===== src/etp_map.svh =====
`ifndef ETP_MAP_SVH
`define ETP_MAP_SVH

// Register byte offsets on the APB window
`define ETP_PRESCALE_OFF    8'h00
`define ETP_CONTROL_OFF     8'h04
`define ETP_FLAGS_OFF       8'h08
`define ETP_CLEAR_OFF       8'h0c
`define ETP_FORCE_OFF       8'h10

// Prescale register fields
`define ETP_CONVA_CNT_MSB   11
`define ETP_CONVA_CNT_LSB   10
`define ETP_CONVA_PRD_MSB   9
`define ETP_CONVA_PRD_LSB   8
`define ETP_IRQ_CNT_MSB     3
`define ETP_IRQ_CNT_LSB     2
`define ETP_IRQ_PRD_MSB     1
`define ETP_IRQ_PRD_LSB     0

// Control, flag and clear bit positions; the force register acts on the interrupt bit only
`define ETP_CONVA_BIT       0
`define ETP_IRQ_BIT         1

// Reset values
`define ETP_PRD_RESET       2'h0
`define ETP_CNT_RESET       2'h0
`define ETP_EN_RESET        1'h0
`define ETP_FLAG_RESET      1'h0

// Answer of the slave, in cycles after the setup cycle
`define ETP_APB_WAIT        1

`endif


===== src/etp_pkg.sv =====
package etp_pkg;

    typedef logic [1:0] etp_period_t;

    typedef enum logic {
        ETP_BUS_IDLE,
        ETP_BUS_ANSWER
    } etp_bus_state_t;

endpackage : etp_pkg


===== src/etp_event_counter.sv =====
`timescale 1ns/10ps
`include "etp_map.svh"

module etp_event_counter #(
    parameter int W = 2
) (
    input  wire logic         clk,
    input  wire logic         rst,
    input  wire logic         eventIn,
    input  wire logic [W-1:0] periodSel,
    input  wire logic         fireAllow,
    input  wire logic         forceIn,
    output logic [W-1:0]      count,
    output logic              fire
);

    logic [W-1:0] count_reg;
    logic [W-1:0] count_next;
    logic [W-1:0] stepped;
    logic         reach;

    always_comb begin
        stepped    = count_reg + {{(W-1){1'b0}}, eventIn};
        // A period written equal to the count fires without a new event
        reach      = (count_reg == periodSel) || (stepped == periodSel);
        count_next = count_reg;
        fire       = 1'b0;
        if (periodSel != '0) begin
            if (fireAllow && (reach || forceIn)) begin
                fire       = 1'b1;
                count_next = '0;
            end else if (!fireAllow && count_reg == periodSel) begin
                // saturate while blocked
                // Blocked output: saturate so a pending firing is not lost
                count_next = count_reg;
            end else begin
                count_next = stepped;
            end
        end
    end

    always_ff @(posedge clk or posedge rst) begin
        if (rst) begin
            count_reg <= '0;
        end else begin
            count_reg <= count_next;
        end
    end

    assign count = count_reg;

endmodule : etp_event_counter


===== src/etp_event_trigger_prescaler.sv =====
`timescale 1ns/10ps
`include "etp_map.svh"

module etp_event_trigger_prescaler #(
    parameter int ADDR_W = 8
) (
    input  wire logic              clk,
    input  wire logic              rst,
    input  wire logic              psel,
    input  wire logic              penable,
    input  wire logic              pwrite,
    input  wire logic [ADDR_W-1:0] paddr,
    input  wire logic [31:0]       pwdata,
    output logic [31:0]            prdata,
    output logic                   pready,
    output logic                   pslverr,
    input  wire logic              convAEventIn,
    input  wire logic              irqEventIn,
    output logic                   convATriggerPulse,
    output logic                   irqPulse
);

    etp_pkg::etp_period_t convAPeriodSel_reg;
    etp_pkg::etp_period_t convAPeriodSel_next;
    etp_pkg::etp_period_t irqPeriodSel_reg;
    etp_pkg::etp_period_t irqPeriodSel_next;
    logic                 convATriggerEnable_reg;
    logic                 convATriggerEnable_next;
    logic                 irqEnable_reg;
    logic                 irqEnable_next;
    logic                 convAStatusFlag_reg;
    logic                 convAStatusFlag_next;
    logic                 irqFlag_reg;
    logic                 irqFlag_next;
    logic                 convAPulse_reg;
    logic                 convAPulse_next;
    logic                 irqPulse_reg;
    logic                 irqPulse_next;

    etp_pkg::etp_bus_state_t busState_reg;
    etp_pkg::etp_bus_state_t busState_next;
    logic [31:0]             prdata_reg;
    logic [31:0]             prdata_next;
    logic                    pready_reg;
    logic                    pready_next;
    logic                    pslverr_reg;
    logic                    pslverr_next;

    etp_pkg::etp_period_t convAEventCount;
    etp_pkg::etp_period_t irqEventCount;
    logic                 convAFire;
    logic                 irqFire;
    logic                 irqAllow;
    logic                 writeDone;
    logic                 mapped;
    logic                 irqForce;

    assign writeDone = psel && penable && pready_reg && pwrite && !pslverr_reg;
    assign irqForce  = writeDone && paddr == `ETP_FORCE_OFF && pwdata[`ETP_IRQ_BIT];
    // gate on flag
    // A pending interrupt flag holds back the next interrupt
    assign irqAllow  = irqEnable_reg && !irqFlag_reg;

    etp_event_counter #(
        .W(2)
    ) u_conv_a_counter (
        .clk       (clk),
        .rst       (rst),
        .eventIn   (convAEventIn),
        .periodSel (convAPeriodSel_reg),
        .fireAllow (convATriggerEnable_reg),
        .forceIn   (1'b0),
        .count     (convAEventCount),
        .fire      (convAFire)
    );

    etp_event_counter #(
        .W(2)
    ) u_irq_counter (
        .clk       (clk),
        .rst       (rst),
        .eventIn   (irqEventIn),
        .periodSel (irqPeriodSel_reg),
        .fireAllow (irqAllow),
        .forceIn   (irqForce),
        .count     (irqEventCount),
        .fire      (irqFire)
    );

    always_comb begin
        mapped = (paddr == `ETP_PRESCALE_OFF) || (paddr == `ETP_CONTROL_OFF)
              || (paddr == `ETP_FLAGS_OFF) || (paddr == `ETP_CLEAR_OFF)
              || (paddr == `ETP_FORCE_OFF);
        busState_next = busState_reg;
        pready_next   = 1'b0;
        pslverr_next  = 1'b0;
        prdata_next   = prdata_reg;
        unique case (busState_reg)
            etp_pkg::ETP_BUS_IDLE: begin
                if (psel && !penable) begin
                    busState_next = etp_pkg::ETP_BUS_ANSWER;
                    pready_next   = 1'b1;
                    pslverr_next  = !mapped;
                    prdata_next   = 32'h0000_0000;
                    if (!pwrite) begin
                        if (paddr == `ETP_PRESCALE_OFF) begin
                            prdata_next[`ETP_CONVA_CNT_MSB:`ETP_CONVA_CNT_LSB] = convAEventCount;
                            prdata_next[`ETP_CONVA_PRD_MSB:`ETP_CONVA_PRD_LSB] = convAPeriodSel_reg;
                            prdata_next[`ETP_IRQ_CNT_MSB:`ETP_IRQ_CNT_LSB]     = irqEventCount;
                            prdata_next[`ETP_IRQ_PRD_MSB:`ETP_IRQ_PRD_LSB]     = irqPeriodSel_reg;
                        end else if (paddr == `ETP_CONTROL_OFF) begin
                            prdata_next[`ETP_CONVA_BIT] = convATriggerEnable_reg;
                            prdata_next[`ETP_IRQ_BIT]   = irqEnable_reg;
                        end else if (paddr == `ETP_FLAGS_OFF) begin
                            prdata_next[`ETP_CONVA_BIT] = convAStatusFlag_reg;
                            prdata_next[`ETP_IRQ_BIT]   = irqFlag_reg;
                        end
                    end
                end
            end
            etp_pkg::ETP_BUS_ANSWER: begin
                busState_next = etp_pkg::ETP_BUS_IDLE;
            end
        endcase
    end

    always_comb begin
        convAPeriodSel_next     = convAPeriodSel_reg;
        irqPeriodSel_next       = irqPeriodSel_reg;
        convATriggerEnable_next = convATriggerEnable_reg;
        irqEnable_next          = irqEnable_reg;
        convAStatusFlag_next    = convAStatusFlag_reg;
        irqFlag_next            = irqFlag_reg;
        if (writeDone) begin
            // period selects written, counts read only
            if (paddr == `ETP_PRESCALE_OFF) begin
                convAPeriodSel_next = pwdata[`ETP_CONVA_PRD_MSB:`ETP_CONVA_PRD_LSB];
                irqPeriodSel_next   = pwdata[`ETP_IRQ_PRD_MSB:`ETP_IRQ_PRD_LSB];
            end
            if (paddr == `ETP_CONTROL_OFF) begin
                convATriggerEnable_next = pwdata[`ETP_CONVA_BIT];
                irqEnable_next          = pwdata[`ETP_IRQ_BIT];
            end
            if (paddr == `ETP_CLEAR_OFF) begin
                if (pwdata[`ETP_CONVA_BIT]) begin
                    convAStatusFlag_next = 1'b0;
                end
                if (pwdata[`ETP_IRQ_BIT]) begin
                    irqFlag_next = 1'b0;
                end
            end
        end
        // Set wins over a clear in the same cycle
        if (convAFire) begin
            convAStatusFlag_next = 1'b1;
        end
        if (irqFire) begin
            irqFlag_next = 1'b1;
        end
        convAPulse_next = convAFire;
        irqPulse_next   = irqFire;
    end

    always_ff @(posedge clk or posedge rst) begin
        if (rst) begin
            busState_reg           <= etp_pkg::ETP_BUS_IDLE;
            prdata_reg             <= 32'h0000_0000;
            pready_reg             <= 1'b0;
            pslverr_reg            <= 1'b0;
            convAPeriodSel_reg     <= `ETP_PRD_RESET;
            irqPeriodSel_reg       <= `ETP_PRD_RESET;
            convATriggerEnable_reg <= `ETP_EN_RESET;
            irqEnable_reg          <= `ETP_EN_RESET;
            convAStatusFlag_reg    <= `ETP_FLAG_RESET;
            irqFlag_reg            <= `ETP_FLAG_RESET;
            convAPulse_reg         <= 1'b0;
            irqPulse_reg           <= 1'b0;
        end else begin
            busState_reg           <= busState_next;
            prdata_reg             <= prdata_next;
            pready_reg             <= pready_next;
            pslverr_reg            <= pslverr_next;
            convAPeriodSel_reg     <= convAPeriodSel_next;
            irqPeriodSel_reg       <= irqPeriodSel_next;
            convATriggerEnable_reg <= convATriggerEnable_next;
            irqEnable_reg          <= irqEnable_next;
            convAStatusFlag_reg    <= convAStatusFlag_next;
            irqFlag_reg            <= irqFlag_next;
            convAPulse_reg         <= convAPulse_next;
            irqPulse_reg           <= irqPulse_next;
        end
    end

    assign prdata            = prdata_reg;
    assign pready            = pready_reg;
    assign pslverr           = pslverr_reg;
    assign convATriggerPulse = convAPulse_reg;
    assign irqPulse          = irqPulse_reg;
endmodule : etp_event_trigger_prescaler


===== config.mk =====
export PLATFORM = sky130hd
export DESIGN_NAME = etp_event_trigger_prescaler
export DESIGN_NICKNAME = d
export VERILOG_FILES = /design/src/etp_pkg.sv /design/src/etp_event_counter.sv /design/src/etp_event_trigger_prescaler.sv
export VERILOG_INCLUDE_DIRS = /design/src
export SDC_FILE = /design/constraint.sdc
export NUM_CORES = 1
export LEC_CHECK = 0
export BUFFER_PORTS_ARGS = -buffer_cell sky130_fd_sc_hd__buf_2
export CORE_AREA = 2 2 63 65
export CTS_CLUSTER_SIZE = 40
export DETAILED_ROUTE_END_ITERATION = 8
export DIE_AREA = 0 0 65 67
export GPL_TIMING_DRIVEN = 1
export PLACE_DENSITY = 0.78
export SLEW_MARGIN = 20
export SYNTH_ARGS = -nofsm -noshare
export SYNTH_HDL_FRONTEND = slang
export SYNTH_HIERARCHICAL = 1
export SYNTH_SLANG_ARGS = --single-unit

===== constraint.sdc =====
create_clock -name clk -period 2 [get_ports clk]
set_clock_uncertainty 0.15 [all_clocks]
set_input_delay 0.1 -clock clk [delete_from_list [all_inputs] [get_ports clk]]
set_output_delay 0.1 -clock clk [all_outputs]
set_load 0.05 [all_outputs]

==> summary.md, run 1 <==
| Metric | Value |
|---|---|
| Final setup viols | 0 |
| Metal2 WL | 1416 um |
| Initial Util | 44.86% |
| Critical path startpoint category | input port |
| CP top delay family | buffers and inverters |
| CTS hold repair buffers | 7 |
| Overall die height | 67 um |
| GPL Wtd Cong | 0.8373 |
| Post-synth cell types | 41 |
| Number of gates resized after CTS | 0 |
| Hold Path Sink | pslverr$_DFF_PP0_ |
| Remaining antenna violation count after routing | 0 |
| Register area | 600.6 um2 |
| Number of synthesized register bits | 24 |
| Initial antenna violation count | 0 |
| Top cell type by total area after synthesis | dfrtp_1 |
| Number of buffers created by CTS | 3 |
| Top-area cell type share of the netlist area | 37.12% |
| Post-synthesis instance total | 163 |
| RSZ-0062 raised after global routing | false |
| Outcome | completed |
| Die area | 4355 um2 |
| EDFF count, synth | 0 |
| Final period util | 89.99% |
| Vias in the first global route | 1051 |
| Worst Setup End Kind | flop |
| Max-cap violation count | 0 |
| Remaining global-route overflow | 0 |
| Min-delay src | paddr[4] |
| Hold Fails Final Rpt | 0 |
| Clock Path Buffers | 2 |
| # diodes | 0 |
| TritonCTS clock tree | yes |
| Post-DP HPWL | 2291 um |
| Critical path arrival | 1.80 ns |
| Post-CTS setup buffers | 0 |
| Post-synth ARST share | 100.0% |
| Site Rows | 22 |
| Max incr delay on CP | 0.54 ns |
| Worst reg2reg path depth | 6 |
| Max FFs per register | 8 |
| Sequential element share of the synthesized area | 37.12% |
| Worst R2R Setup Slack | 0.26 ns |
| Synth Cell Area | 1618 um2 |
| Die X | 65 um |
| Slew headroom | 50.28% |
| # IOs | 83 |
| CP Class | in -> reg |
| Critical-path cell list | dlygate4sd3_1 -> buf_2 -> nor3_4 -> nand4b_1 -> nor2_2 -> mux2_2 |
| Reg2reg end | convAStatusFlag_reg$_DFFE_PP0P_ |
| Initial drt markers | 84 |
| CTS Sinks | 24 |
| Final net count | 249 |
| WL met3 | 240 um |
| Layout cells sized above 1 | 27.64% |
| Core area | 3606 um2 |
| Root Buffer | clkbuf_8 |
| Residual DRC | 0 |
| GRT Overall Usage | 14.33% |
| Hold path depth | 3 |
| Uppermost layer routed | met4 |
| Post-Route M1 WL | 1339 um |
| H-tree levels | 1 |
| CP max stage cell | dlygate4sd3_1 |
| Worst-Margin Slew | 0.7449 ns |
| Crit path time final | 1.800 ns |
| Via count | 1245 |
| Pin count of the biggest net entering global routing | 21 |
| Vias per cell | 5.040 |
| Synth top area cells | dfrtp_1, buf_4, xnor2_1 |
| Worst EP required | 2.00 ns |
| Leak | 0.8697 nW |
| Worst-skew pair later-pin latency | 0.26 ns |
| Reg clk slew, reported paths | 0.08 ns |
| Slew Limit Fails | 0 |
| PD cells | 546.4 nW/um2 |
| # port buffers | 30 |
| Setup TNS Final | 0 ns |
| Dominant synthesized flop cell | dfrtp_1 |
| First-pass GRT wire length | 4809 um |
| Wire per inst | 12.27 um |
| Maximum vdd drop | 0.2549 mV |
| Worst Path Buf+Inv | 2 |
| Layout area overhead | 12.84% |
| Final Power | 0.9975 mW |
| RR Startpoint | u_conv_a_counter/count[0]$_DFFE_PP0P_ |
| Area of the multi-input gates | 844.6 um2 |
| Ys Warns | 6 |
| Worst Hold Class | in -> reg |
| Layout filler cell count | 350 |
| Syn Area/Cell | 9.925 um2 |
| Peak Freq | 555.6 MHz |
| Initial DRT Pass Iterations | 4 |
| Final WL | 3031 um |
| CP max FO | 5 |
==> cell usage in the layout (no fill, tap or decap), drive strengths merged, types with 2 or more instances in the layout <==
master and instances:
nand2 8, xnor2 8, mux2 6, o31ai 4
o311ai 2, o22ai 2, nand3 3, a221o 2
nand2b 4, o2bb2ai 2, a31oi 3, clkbuf 4
a21oi 10, conb 25, a22o 6, nand3b 3
ha 2, inv 10, dfrtp 24, a211oi 2
nor3b 2, buf 31, nor2 7, or3b 3
or2 2, nand4b 3, nor4 2, o21ai 5
and2 2, nor3 2, dlygate4sd3 7
==> power by group <==
part	switching, mW	leakage (nW)	internal (mW)
clock network	0.148	0.0288	0.175
logic	0.149	0.518	0.0354
registers	0.00237	0.323	0.488
==> logic make-up (layout without fill, tap and decap cells) <==
| logic type | after synthesis | count (layout) | synth area share [%] |
|---|---|---|---|
| compound gates | 38 | 38 | 17.86 |
| xor+xnor | 8 | 8 | 4.331 |
| fa+ha+maj | 2 | 2 | 1.547 |
| buf+inv | 40 | 52 | 16.24 |
| flops | 24 | 24 | 37.12 |
| mux | 6 | 6 | 4.176 |
| other cells | 1 | 25 | 0.2318 |
| simple gates | 44 | 44 | 18.48 |
==> area by class of cell <==
type                    instances  share of cell area, %
clock buffers                   4                  3.016
inverters                      10                  2.056
multi-input cells             123                  46.26
flip-flops and latches         24                  32.90
well taps                      48                  3.290
repair buffers                 38                  12.47
==> synth_stat cells, types with 3 or more instances <==
cell type  instances
a21oi_1            8
a22o_1             6
a31oi_1            3
buf_4             25
dfrtp_1           24
inv_1             10
mux2_2             6
nand2_1            8
nand2b_1           4
nand3_1            3
nand3b_1           3
nand4b_1           3
nor2_1             5
o21ai_0            5
xnor2_1            8
==> worst max-delay path by stage <==
stage / from / end / cells after the start
after global placement: u_conv_a_counter/count[0]$_DFFE_PP0P_ / convAStatusFlag_reg$_DFFE_PP0P_ / 6
after floorplan: busState_reg$_DFF_PP0_ / irqFlag_reg$_DFFE_PP0P_ / 7
after global routing: u_conv_a_counter/count[0]$_DFFE_PP0P_ / convAStatusFlag_reg$_DFFE_PP0P_ / 6
after detailed placement: busState_reg$_DFF_PP0_ / prdata[11]$_DFFE_PP0P_ / 3
after CTS: paddr[1] / convAPeriodSel_reg[1]$_DFFE_PP0P_ / 6
final: paddr[1] / convAPeriodSel_reg[1]$_DFFE_PP0P_ / 6
==> per-layer routing <==
metal	vias up	GRT usage, %
met5	-	0
met4	0	5.053
met3	4	2.534
met2	65	23.84
met1	576	18.67
li1	600	-
==> per-stage QoR <==
step                      instance area (um2)  hold slack, ns  worst slack [ns]  instances  utilization, %
after global routing                     1826         0.03035            0.1074        247           50.62
after CTS                                1826        0.003593            0.2084        247           50.62
final                                    1826         0.01376            0.2001        247           50.62
after global placement                   1700         -0.1654            0.3056        236           47.15
after detailed placement                 1700         -0.1537            0.2784        236           47.15
after floorplan                          1708         -0.3088            0.1662        187               -
==> tightest hold or removal path: cells and delay by family <==
kind	cells	cell delay [ns]
AOI/OAI and AO/OA	2	0.15
buffers and inverters	1	0.13
Note: power is estimated with default switching activity, not from simulation.
==> inputs of run 2 (changes only) <==
CTS_CLUSTER_DIAMETER = 60   (was default)
PLACE_DENSITY = 0.77   (was 0.78)
==> run 2 against run 1 <==
Net effect: worst hold slack improved by 0.0018 ns; sequential power barely moved; die area did not move; final area did not move; worst setup slack improved by 0.012 ns; clock power fell by 2%; global-route usage rose by 0.77 points; register-to-register slack barely moved; largest cell class unchanged; highest routed layer unchanged.
==> summary.md, run 2 (same netlist as run 1, synthesis figures left out) <==
| Metric | Value |
|---|---|
| Slew headroom | 51.73% |
| # port buffers | 30 |
| Register area | 600.6 um2 |
| Final period util | 89.40% |
| Initial DRT Pass Iterations | 4 |
| Layout filler cell count | 351 |
| Min-delay src | paddr[4] |
| Worst-Margin Slew | 0.7233 ns |
| Clock Path Buffers | 2 |
| Critical path arrival | 1.78 ns |
| CP max FO | 5 |
| Overall die height | 67 um |
| Worst EP required | 2.00 ns |
| CP max stage cell | dlygate4sd3_1 |
| Via count | 1211 |
| Worst Path Buf+Inv | 2 |
| First-pass GRT wire length | 5071 um |
| Layout cells sized above 1 | 27.64% |
| Root Buffer | clkbuf_8 |
| Initial Util | 44.86% |
| Slew Limit Fails | 0 |
| Residual DRC | 0 |
| GRT Overall Usage | 15.09% |
| Initial antenna violation count | 0 |
| # diodes | 0 |
| CP Class | in -> reg |
| Post-DP HPWL | 2267 um |
| Outcome | completed |
| Critical-path cell list | dlygate4sd3_1 -> buf_2 -> nor3_4 -> nand4b_1 -> nor2_2 -> mux2_2 |
| H-tree levels | 1 |
| TritonCTS clock tree | yes |
| Max-cap violation count | 0 |
| Final net count | 249 |
| Worst Hold Class | in -> reg |
| Max incr delay on CP | 0.53 ns |
| Layout area overhead | 12.84% |
| Final core utilization | 50.62% |
| Placement-stage cell area | 1700 um2 |
| Post-route cell area | 1826 um2 |
| Worst-skew pair later-pin latency | 0.26 ns |
| Critical path startpoint category | input port |
| Vias per cell | 4.903 |
| Layout Cells excl Fill | 247 |
| Setup TNS Final | 0 ns |
| GPL Wtd Cong | 0.8111 |
| Hold Fails Final Rpt | 0 |
| Reg clk slew, reported paths | 0.08 ns |
| Vias in the first global route | 1110 |
| Most frequent cells in the layout | buf_2, conb_1, dfrtp_1 |
| Area of the multi-input gates | 844.6 um2 |
| Initial drt markers | 50 |
| Final setup viols | 0 |
| Placed cells | 236 |
| CTS Sinks | 24 |
| Remaining antenna violation count after routing | 0 |
| Max FFs per register | 8 |
| Most common cell after layout, fill and taps aside | buf_2 |
| # IOs | 83 |
| CP top delay family | buffers and inverters |
| PD cells | 543.2 nW/um2 |
| Remaining global-route overflow | 0 |
| Core area | 3606 um2 |
| Wire per inst | 11.84 um |
| Die area | 4355 um2 |
| Final WL | 2925 um |
| Worst Setup End Kind | flop |
| Die X | 65 um |
| RSZ-0062 raised after global routing | false |
| Number of gates resized after CTS | 0 |
| Leak | 0.8697 nW |
| Crit path from | paddr[1] |
| Pin count of the biggest net entering global routing | 21 |
| RR Startpoint | u_conv_a_counter/count[0]$_DFFE_PP0P_ |
| Number of buffers created by CTS | 3 |
| Site Rows | 22 |
| Crit path time final | 1.788 ns |
| Maximum vdd drop | 0.2145 mV |
| Peak Freq | 559.3 MHz |
run 2: cell counts in the layout (fill, tap and decap cells not counted):
Identical to the previous run, type by type.
run 2: what timing repair did:
item / CTS / global route
setup buffers: 0 / 0
hold buffers: 7 / 0
hold endpoints to repair: 31 / 0
run 2: area by class of cell:
cell class / instances / share of cell area, %
Tap cell: 48 / 3.290
Multi-Input combinational cell: 123 / 46.26
Sequential cell: 24 / 32.90
Timing Repair Buffer: 38 / 12.47
Clock buffer: 4 / 3.016
Inverter: 10 / 2.056
run 2: path summary, 6_finish.rpt:
kind	end	slack, ns	depth (start not counted)
setup / recovery	irqPeriodSel_reg[0]$_DFFE_PP0P_	0.21	6
min in group asynchronous	u_conv_a_counter/count[0]$_DFFE_PP0P_	0.12	3
max in group asynchronous	irqPeriodSel_reg[1]$_DFFE_PP0P_	0.85	3
setup reg to reg	convAStatusFlag_reg$_DFFE_PP0P_	0.26	6
hold reg to reg	prdata[0]$_DFFE_PP0P_	0.34	2
hold / removal	pslverr$_DFF_PP0_	0.02	3
run 2: metal layers:
metal | vias up | track usage (%) | part of all wire, %
met2 | 56 | 24.74 | 45
met5 | - | 0 | 0
li1 | 604 | - | -
met4 | 0 | 3.191 | 0.41
met3 | 2 | 2.872 | 8.4
met1 | 549 | 20.70 | 46
run 2: power breakdown:
part / internal, mW / switching [mW]
clock network: 0.175 / 0.142
registers: 0.488 / 0.00240
logic: 0.0354 / 0.149
total: 0.698 / 0.293
run 2: through the flow:
step | total power, mW | setup WS, ns | hold slack, ns
finish | 0.9916 | 0.2119 | 0.01557
global route | 1.041 | 0.06990 | 0.02482
CTS | 0.9983 | 0.1995 | 0.01202
detailed placement | 0.6739 | 0.2782 | -0.1607
global placement | 0.6726 | 0.3044 | -0.1647
floorplan | 0.6774 | 0.1662 | -0.3088
run 2: worst min-delay path: cells and delay by family:
kind            cells  cell delay [ns]
compound gates      2             0.15
buf+inv             1             0.13
